$ cat src/aiit_defs.vh
// constants for the adc injection interval timer
`ifndef AIIT_DEFS_VH
`define AIIT_DEFS_VH
`define AIIT_ADDR_W        4
`define AIIT_OFF_CTRL      4'h0
`define AIIT_OFF_START     4'h1
`define AIIT_OFF_END       4'h2
`define AIIT_OFF_COUNT     4'h3
`define AIIT_OFF_ENABLE    4'h4
`define AIIT_BIT_RUN       0
`define AIIT_BIT_DIR       1
`define AIIT_BIT_CONT      2
`define AIIT_BIT_RELOAD    3
`define AIIT_BIT_OE        4
`define AIIT_PRE_LSB       8
`define AIIT_PRE_W         4
`define AIIT_BIT_PERIPH    0
`define AIIT_BIT_SEL10     10
`define AIIT_CTRL_RST      16'h0000
`define AIIT_CTRL_MASK     16'h0F1F
`define AIIT_ENA_MASK      16'h0401
`define AIIT_VAL_RST       16'h0000
`define AIIT_PRE_BASE      2
`define AIIT_PULSE_CYC     12
`endif

$ cat src/aiit_prescaler.v
// exponential prescaler producing a one-cycle counting enable
`timescale 1ns/10ps
module aiit_prescaler #(
    parameter CNT_W = 34
) (
    clk,
    rst,
    run,
    expSel,
    tick
);
    input  wire       clk;
    input  wire       rst;
    input  wire       run;
    input  wire [3:0] expSel;
    output wire       tick;

    reg  [CNT_W-1:0] div_r;
    wire [CNT_W-1:0] divMask;
    wire [5:0]       shiftAmt;

    // period is 2^(expSel+2): four cycles to 2^17 at expSel 15; no exponent above 17 is reachable
    assign shiftAmt = {2'h0, expSel} + 6'h02; // RQ2 RQ14
    assign divMask  = ({{(CNT_W-1){1'b0}}, 1'b1} << shiftAmt) - {{(CNT_W-1){1'b0}}, 1'b1};
    assign tick     = run && ((div_r & divMask) == divMask); // RQ14

    always @(posedge clk or posedge rst) begin
        if (rst) begin
            div_r <= {CNT_W{1'b0}};
        end else if (!run) begin
            div_r <= {CNT_W{1'b0}};
        end else begin
            div_r <= div_r + {{(CNT_W-1){1'b0}}, 1'b1};
        end
    end
endmodule

$ cat src/aiit_timer.v
// adc injection interval timer: up/down counter, compare, trigger pulse
// Overview of operation
// (RQ1) 16-bit up/down counter clocked through a 4-bit exponential prescaler.
// (RQ2) counting period spans four CPU cycles up to two to the 33 cycles; the 4-bit prescaler here reaches 2^17 at most.
// (RQ3) on start, count loads from start value at first counting enable.
// (RQ4) before match, direction 0 decrements, direction 1 increments per tick.
// (RQ5) count compared against end value every tick; equality ends period.
// (RQ6) on match: select 0 stops, select 1 continues, with reload reloads start.
// (RQ7) start loaded but held if start lies beyond end in counting direction.
// (RQ8) trigger only on match with output enable; otherwise pin high impedance.
// (RQ9) each trigger is one positive pulse of exactly 12 CPU cycles; here a match in the last high cycle starts the next pulse with no gap.
// (RQ10) run bit low holds count; clearing it stops the timer.
// (RQ11) software changes configuration only while stopped.
// (RQ12) software writes control first with run clear, then with run set.
// (RQ13) timer works only with peripheral enable and select bit 10 both set.
// (RQ14) prescaler gives a one-cycle enable at power-of-two divisions.
//
// Decided for this implementation: the placing of the registers and the strobed register port.
`timescale 1ns/10ps
`include "aiit_defs.vh"
module aiit_timer #(
    parameter PULSE_CYC = `AIIT_PULSE_CYC
) (
    clk,
    rst,
    regAddr,
    regWrData,
    regWrStb,
    regRdStb,
    regRdData,
    injTrigOut,
    injTrigOutEnN
);
    input  wire                    clk;
    input  wire                    rst;
    input  wire [`AIIT_ADDR_W-1:0] regAddr;
    input  wire [15:0]             regWrData;
    input  wire                    regWrStb;
    input  wire                    regRdStb;
    output reg  [15:0]             regRdData;
    output reg                     injTrigOut;
    output reg                     injTrigOutEnN;

    reg  [15:0] ctrl_r;
    reg  [15:0] start_r;
    reg  [15:0] end_r;
    reg  [15:0] count_r;
    reg  [15:0] count_nxt;
    reg  [15:0] enable_r;
    reg         loaded_r;
    reg         hold_r;
    reg         stopped_r;
    reg  [3:0]  pulse_r;
    reg         loaded_nxt;
    reg         hold_nxt;
    reg         stopped_nxt;
    reg         match;
    wire        runBit;
    wire        dirUp;
    wire        contSel;
    wire        reloadEn;
    wire        outEn;
    wire        active;
    wire        tick;
    wire [3:0]  pulseLen;

    assign runBit   = ctrl_r[`AIIT_BIT_RUN];
    assign dirUp    = ctrl_r[`AIIT_BIT_DIR];
    assign contSel  = ctrl_r[`AIIT_BIT_CONT];
    assign reloadEn = ctrl_r[`AIIT_BIT_RELOAD];
    assign outEn    = ctrl_r[`AIIT_BIT_OE];
    assign pulseLen = PULSE_CYC[3:0];
    // both enables gate the prescaler and the counter
    assign active   = runBit && enable_r[`AIIT_BIT_PERIPH] && enable_r[`AIIT_BIT_SEL10]; // RQ13

    aiit_prescaler #(
        .CNT_W (34)
    ) u_pre (
        .clk    (clk),
        .rst    (rst),
        .run    (active),
        .expSel (ctrl_r[`AIIT_PRE_LSB +: `AIIT_PRE_W]),
        .tick   (tick)
    ); // RQ1

    // configuration writes while running are accepted as is; software keeps it safe
    always @(posedge clk or posedge rst) begin
        if (rst) begin
            ctrl_r   <= `AIIT_CTRL_RST;
            start_r  <= `AIIT_VAL_RST;
            end_r    <= `AIIT_VAL_RST;
            enable_r <= `AIIT_CTRL_RST;
        end else if (regWrStb) begin
            case (regAddr)
                `AIIT_OFF_CTRL: begin
                    ctrl_r <= regWrData & `AIIT_CTRL_MASK;
                end
                `AIIT_OFF_START: begin
                    start_r <= regWrData;
                end
                `AIIT_OFF_END: begin
                    end_r <= regWrData;
                end
                `AIIT_OFF_ENABLE: begin
                    enable_r <= regWrData & `AIIT_ENA_MASK;
                end
                default: begin
                    ctrl_r <= ctrl_r;
                end
            endcase
        end
    end

    always @(posedge clk or posedge rst) begin
        if (rst) begin
            regRdData <= 16'h0000;
        end else if (regRdStb) begin
            case (regAddr)
                `AIIT_OFF_CTRL: begin
                    regRdData <= ctrl_r;
                end
                `AIIT_OFF_START: begin
                    regRdData <= start_r;
                end
                `AIIT_OFF_END: begin
                    regRdData <= end_r;
                end
                `AIIT_OFF_COUNT: begin
                    regRdData <= count_r;
                end
                `AIIT_OFF_ENABLE: begin
                    regRdData <= enable_r;
                end
                default: begin
                    regRdData <= 16'h0000;
                end
            endcase
        end else begin
            regRdData <= 16'h0000;
        end
    end

    always @* begin
        count_nxt   = count_r;
        loaded_nxt  = loaded_r;
        hold_nxt    = hold_r;
        stopped_nxt = stopped_r;
        match       = 1'b0;
        if (!active) begin
            loaded_nxt  = 1'b0; // RQ10
            stopped_nxt = 1'b0;
        end else if (tick) begin
            if (!loaded_r) begin
                count_nxt  = start_r; // RQ3
                loaded_nxt = 1'b1;
                hold_nxt   = dirUp ? (start_r > end_r) : (start_r < end_r); // RQ7
            end else if (!hold_r && !stopped_r) begin
                match = (count_r == end_r); // RQ5
                if (match && !contSel) begin
                    stopped_nxt = 1'b1; // RQ6
                end else if (match && reloadEn) begin
                    count_nxt = start_r; // RQ6
                end else if (dirUp) begin
                    count_nxt = count_r + 16'h0001; // RQ4
                end else begin
                    count_nxt = count_r - 16'h0001; // RQ4
                end
            end
        end
    end

    always @(posedge clk or posedge rst) begin
        if (rst) begin
            count_r   <= `AIIT_VAL_RST;
            loaded_r  <= 1'b0;
            hold_r    <= 1'b0;
            stopped_r <= 1'b0;
        end else begin
            count_r   <= count_nxt;
            loaded_r  <= loaded_nxt;
            hold_r    <= hold_nxt;
            stopped_r <= stopped_nxt;
        end
    end

    // a match before the last high cycle of a pulse restarts nothing; one in that cycle adds a new 12-cycle pulse with no gap
    always @(posedge clk or posedge rst) begin
        if (rst) begin
            pulse_r       <= 4'h0;
            injTrigOut    <= 1'b0;
            injTrigOutEnN <= 1'b1;
        end else begin
            injTrigOutEnN <= ~outEn; // RQ8
            if (match && outEn && pulse_r == 4'h0) begin
                pulse_r    <= pulseLen - 4'h1; // RQ9
                injTrigOut <= 1'b1; // RQ8
            end else if (pulse_r != 4'h0) begin
                pulse_r    <= pulse_r - 4'h1;
                injTrigOut <= 1'b1; // RQ9
            end else begin
                injTrigOut <= 1'b0;
            end
        end
    end
endmodule

$ cat config.mk
export PLATFORM = sky130hd
export DESIGN_NAME = aiit_timer
export DESIGN_NICKNAME = d
export VERILOG_FILES = /design/src/aiit_prescaler.v /design/src/aiit_timer.v
export VERILOG_INCLUDE_DIRS = /design/src
export SDC_FILE = /design/constraint.sdc
export NUM_CORES = 1
export LEC_CHECK = 0
export BUFFER_PORTS_ARGS = -buffer_cell sky130_fd_sc_hd__buf_2
export CAP_MARGIN = 20
export CORE_AREA = 2 2 111 140
export DETAILED_ROUTE_END_ITERATION = 10
export DIE_AREA = 0 0 113 142
export PLACE_DENSITY_LB_ADDON = 0.12
export SYNTH_ARGS = -nofsm -noshare
export SYNTH_HDL_FRONTEND = slang
export SYNTH_HIERARCHICAL = 1
export SYNTH_SLANG_ARGS = --single-unit
$ cat constraint.sdc
create_clock -name clk -period 8.6 [get_ports clk]
set_input_delay 0.86 -clock clk [delete_from_list [all_inputs] [get_ports clk]]
set_output_delay 0.86 -clock clk [all_outputs]
set_load 0.05 [all_outputs]
## Word-level counts from Yosys, hierarchy flattened

Cells that the tools add are included.

- Muxes and demuxes: 24
- Div/mod/pow operators: 0
- Equality and inequality tests: 12
- Bitwise operators: 3
- Order comparisons: 2
- Shift-type cells: 1
- Multipliers: 0
- Reduce and logical (&&, ||, !) cells: 22
- Add/sub/neg operators: 6

Operators by type and width:

| cell | number |
|---|---|
| two-way mux 16 bit | 6 |
| one-hot mux 16 bit (5 select lines) | 1 |
| adder 34 x 1 -> 34 bit (second input constant) | 1 |
| AND 34 bit | 1 |
| == test 34 bit | 1 |
| two-way mux 34 bit | 1 |
| left shift 1 x 6 -> 34 bit (first input constant) | 1 |
| subtractor 34 x 1 -> 34 bit (second input constant) | 1 |
| adder 16 x 1 -> 16 bit (second input constant) | 1 |
| == test 16 bit | 1 |
| greater-than comparator 16 bit | 1 |
| < comparator 16 bit | 1 |
| subtractor 16 x 1 -> 16 bit (second input constant) | 1 |
| two-way mux 1 bit | 14 |
| != test 2 bit (second input constant) | 5 |
| == test 4 x 2 -> 1 bit (second input constant) | 2 |
| logical AND 1 bit | 8 |
| logical NOT 4 bit | 2 |
| two-way mux 4 bit | 2 |
| AND reduction 2 bit | 4 |
| AND reduction 4 bit | 2 |
| adder 4 x 2 -> 5 bit (second input constant) | 1 |
| == test 4 x 1 -> 1 bit (second input constant) | 1 |
| == test 4 x 3 -> 1 bit (second input constant) | 1 |
| 7 further kinds | 10 |

- Output and inout port bits: 18
- Word-level logic and storage cells: 83
- Latch bits: 0
- Flip-flop bits (word level): 118
- Memory bits (read-only): 0
- Memories kept: 0
- Input port bits: 24
- RAM bits: 0

## Logic depth before layout (Yosys ltp)

- Depth after elaboration: 11
- Gate-level depth with buffers: 19
- Depth with buffers taken out: 16

## Hierarchy

Netlist, hierarchy kept.

By module, submodules not included:

| module | area an instance (um2) | instances | cells an instance | sequential area each (um2) |
|---|---|---|---|---|
| aiit_timer | 4835.9 | 1 | 439 | 2103.3 |
| aiit_prescaler | 2398.6 | 1 | 286 | 825.8 |

## Worst setup path before layout

Ideal clock, no wire load.

- Path kind: flip-flop to flip-flop
- Start point: register ctrl_r[9]
- End point: register count_r[0]
- Period minus slack after synthesis: 3.463 ns
- Arrival: 3.337 ns
- Data required time: 8.474 ns
- Path slack: 5.137 ns
- Stages on the path, launching flop included: 19
- Path buffers: 3
- Setup time: 0.126 ns
- Cell sequence: dfrtp_1 > ha_1 > buf_2 > nand2b_1 > o21a_1 > nand4_1 > ha_1 > buf_1 > o21ai_0 > a31oi_1 > o21ai_0 > nor4_1 > and4_1 > nand3_1 > a31oi_2 > buf_2 > o21ai_0 > nand2_1 > o21ai_0

- Word-level cells in the longest chain between the ends: 7

RTL lines:

| item | RTL line | text |
|---|---|---|
| start, declared | aiit_timer.v:44 | `reg [15:0] ctrl_r;` |
| start signal, assigned | aiit_timer.v:89 | `` ctrl_r <= `AIIT_CTRL_RST; `` |
| start signal, assigned | aiit_timer.v:96 | `` ctrl_r <= regWrData & `AIIT_CTRL_MASK; `` |
| start signal, assigned | aiit_timer.v:108 | `ctrl_r <= ctrl_r;` |
| adder 4 x 2 -> 5 bit * | aiit_prescaler.v:23 | `assign shiftAmt = {2'h0, expSel} + 6'h02;` |
| left shift 1 x 6 -> 34 bit * | aiit_prescaler.v:24 | `assign divMask = ({{(CNT_W-1){1'b0}}, 1'b1} << shiftAmt) - {{(CNT_W-1){1'b0}}, 1'b1};` |
| subtractor 34 x 1 -> 34 bit * | aiit_prescaler.v:24 |  |
| AND 34 bit | aiit_prescaler.v:25 | `assign tick = run && ((div_r & divMask) == divMask);` |
| == test 34 bit * | aiit_prescaler.v:25 |  |
| logical AND 1 bit * | aiit_prescaler.v:25 |  |
| named net tick | aiit_timer.v:64 | `wire tick;` |
| AND reduction 4 bit (no source line) * | - |  |
| end signal, assigned | aiit_timer.v:174 | `` count_r <= `AIIT_VAL_RST; `` |
| end signal, assigned | aiit_timer.v:179 | `count_r <= count_nxt;` |
| end, declared | aiit_timer.v:47 | `reg [15:0] count_r;` |

Mark *: on every way through the listed nets, which the timed path passes. The rest lies on a longest branch.
A chain may end at the register's enable or synchronous reset.

## Final worst setup path

- Start point: register ctrl_r[9]
- End point: register count_r[15]

The elaborated chain is that of the path after synthesis.

==> flow_summary.json <==
{
  "status": "finished, violations left",
  "violations": "DRC",
  "slew_headroom_pct": 28.91,
  "fin_setup_tns_ns": 0,
  "clk_pin_slew_ns": 0.06,
  "grt_first_pass_wirelength_mm": 31.71,
  "critical_path.slowest_cell": "a31oi_2",
  "clock_latency_ns": 0.41,
  "synth_compound_area_share_pct": 14.49,
  "synth-simple-area-share_pct": 18.45,
  "synth-warning-count": 6,
  "post-route-min-period_ns": 5.601,
  "grt_pass1_vias": 5901,
  "critPathBufInv": 1,
  "grt_usage_pct": 25.48,
  "clock-root-buffer": "clkbuf_16",
  "slew_viol_final": 0,
  "worstReg2RegEnd": "count_r[15]",
  "synth_xor_area_share_pct": 6.641,
  "firstDrtPassIters": 9,
  "startpoint": "ctrl_r[9]",
  "drt_iter0_markers": 413,
  "synth_edf_count": 0,
  "crit_path_end_kind": "register",
  "crit_path_end": "count_r[15]",
  "netlist_area_um2": 7234,
  "cts-hold-fix-buffers": 0,
  "cts.sinks": 117,
  "critPathLaunchType": "register",
  "overflow": 0,
  "fin_crit_sh_pct": 65.13,
  "cap_violations": 0,
  "worstPathRequired_ns": 8.92,
  "synth.avg_cell_area_um2": 9.979,
  "num_antenna_cells": 0,
  "power.density_nw_per_um2": 231.5,
  "gp_congestion": 0.9296,
  "fmax_mhz": 178.5,
  "synth_area_leaders": "dfrtp_1 (40%), mux2_2 (6.8%), ha_1 (5.9%)",
  "antenna_found_initial": 0,
  "vias": 5731,
  "vias_per_cell": 5.976,
  "r2r_cells": 16,
  "arrival_ns": 5.92,
  "layout-drive-gt1-share_pct": 19.56,
  "reg2reg_slack_ns": 3.00,
  "routedWlPerCell_um": 20.36,
  "synth-seq-cells": 117,
  "drc": 1,
  "synth_most_common_cell": "dfrtp_1",
  "cp_num_cells": 16,
  "clock_path_buffers": 2,
  "coreArea_um2": 14760,
  "synth_ff_type": "dfrtp_1",
  "ir_drop_v": 0.0001606,
  "ios": 42,
  "drtAntennaViolNets": 0,
  "synth_seq_area_share_pct": 40.49,
  "syn_inst": 725,
  "rsz0062_at_grt": "false",
  "finalHoldViolCount": 0,
  "routed_wl_mm": 19.53,
  "grt_max_degree": 48,
  "nets": 825,
  "power.total_mw": 1.915,
  "hpwl_mm": 14.19,
  "synth_top_area_cell": "dfrtp_1",
  "rows": 50,
  "cts_tree": "yes",
  "die_y_um": 142,
  "cts_resized": 0,
  "setup_viol": 0,
  "die_x_um": 113,
  "timing.rr.start": "ctrl_r[9]",
  "path_class": "reg2reg",
  "cellLeakagePower_nw": 3.675,
  "synth.distinct_cells": 73,
  "hold_path.class": "in2async",
  "port_buffers": 41,
  "cpLargestDelayFamily": "compound AO/OA/AOI/OAI gates",
  "slowest_delay_ns": 0.85,
  "dieArea_um2": 16050,
  "synth_top_family_by_area": "simple AND/OR/NAND/NOR gates",
  "numCtsBuffers": 17,
  "syn_nets": 784,
  "ys_async_sr_fraction_pct": 100.0,
  "crit_path_cell_trace": "ha_1 -> inv_1 -> o21a_1 -> nand4_1 -> ha_1 -> nand2_1 -> o21ai_0 -> a2111oi_0 -> a311o_1 -> nor4_1 -> and4_1 -> nand3_1 -> a31oi_2 -> nand3_1 -> mux2_1 -> o211ai_1",
  "synth_fa_ha_area_share_pct": 6.157,
  "ys_top_cells_by_count": "dfrtp_1 (116), nor2_1 (51), nand2_1 (47)",
  "area_delta_synth_final_pct": 14.32,
  "worst_slew_pin_slew_ns": 1.063,
  "htree_levels": 4,
  "clock_skew_ns": 0.009278,
  "synthMuxAreaShare_pct": 9.772,
  "path_max_fanout": 22,
  "synth_top_area_share_pct": 40.12,
  "start_util_pct": 49.00,
  "cts_setup_buffers": 0
}
-- through the flow --
step / area, um^2 / hold slack, ns / utilization (%) / worst slack [ns] / cells
final: 8270 / 0.5189 / 56.02 / 2.999 / 959
after global routing: 8270 / 0.5448 / 56.02 / 2.446 / 959
after CTS: 8270 / 0.5227 / 56.02 / 3.073 / 959
after detailed placement: 7615 / 0.5083 / 51.58 / 3.085 / 929
after global placement: 7615 / 0.5004 / 51.58 / 3.208 / 929
after floorplan: 7234 / 0.4201 / - / 5.137 / 725
-- worst register-to-register path, delay by kind of cell (launching register included) --
family | cells | cell delay, ns
AOI/OAI and AO/OA | 6 | 1.90
and+or+nand+nor | 6 | 1.22
adders and majority gates | 2 | 1.14
DFF | 1 | 0.71
muxes | 1 | 0.32
buffers and inverters | 1 | 0.21
-- where the power goes --
part           internal (mW)  switching, mW
logic                  0.191          0.253
clock network          0.542          0.252
registers              0.601         0.0757
total                   1.33          0.580
-- layout make-up --
type                    count  area (um^2)
fillers                  1291         6494
multi-input cells         539         4026
flip-flops and latches    117         2929
clock buffers              22        484.2
repair buffers             51        280.3
well taps                 182        227.7
clock inverters             8        171.4
inverters                  40        151.4
-- state kept, by name, summed over array words and instances, names as in the netlist, 2 cells and up --
| name | cells |
|---|---|
| regRdData | 16 |
| u_pre/div_r | 33 |
| count_r | 16 |
| end_r | 16 |
| pulse_r | 4 |
| ctrl_r | 9 |
| enable_r | 2 |
| start_r | 16 |
-- routing by layer --
metal / vias up / GRT usage, % / share of wire (%)
li1: 2687 / - / -
met1: 2835 / 28.51 / 38
met2: 157 / 46.71 / 55
met3: 52 / 4.685 / 3.7
met4: 0 / 11.68 / 3.6
met5: - / 0 / 0
-- cells by family (layout without fill, tap and decap cells) --
group / Yosys count / in the layout
and+or+nand+nor: 234 / 234
adders and majority gates: 35 / 35
xor gates and xnor gates: 54 / 54
DFF: 117 / 117
buffers and inverters: 69 / 121
AOI/OAI and AO/OA: 151 / 151
muxes: 65 / 65
-- cells in the final DEF (no fill, tap or decap), types with 20 or more instances in the layout --
cell type | synthesis | final
dfrtp_1 | 116 | 116
nor2_1 | 51 | 51
nand3_1 | 23 | 23
mux2i_1 | 20 | 20
nand2_1 | 47 | 47
mux2_2 | 44 | 44
ha_1 | 34 | 34
buf_2 | 6 | 41
o21ai_0 | 28 | 28
a21oi_1 | 40 | 40
and2_1 | 23 | 23
inv_1 | 40 | 39
xnor2_1 | 45 | 45
-- how the worst min path moves through the flow --
stage,from,endpoint,slack (ns),depth (start not counted)
2_1_floorplan,ctrl_r[4],injTrigOutEnN,0.42,1
3_3_place_gp,hold_r,hold_r,0.50,2
3_5_place_dp,ctrl_r[4],injTrigOutEnN,0.51,1
4_1_cts,ctrl_r[4],injTrigOutEnN,0.52,1
5_1_grt,ctrl_r[4],injTrigOutEnN,0.54,1
6_report,rst,pulse_r[2],0.52,2
(Power assumes the default switching activity.)
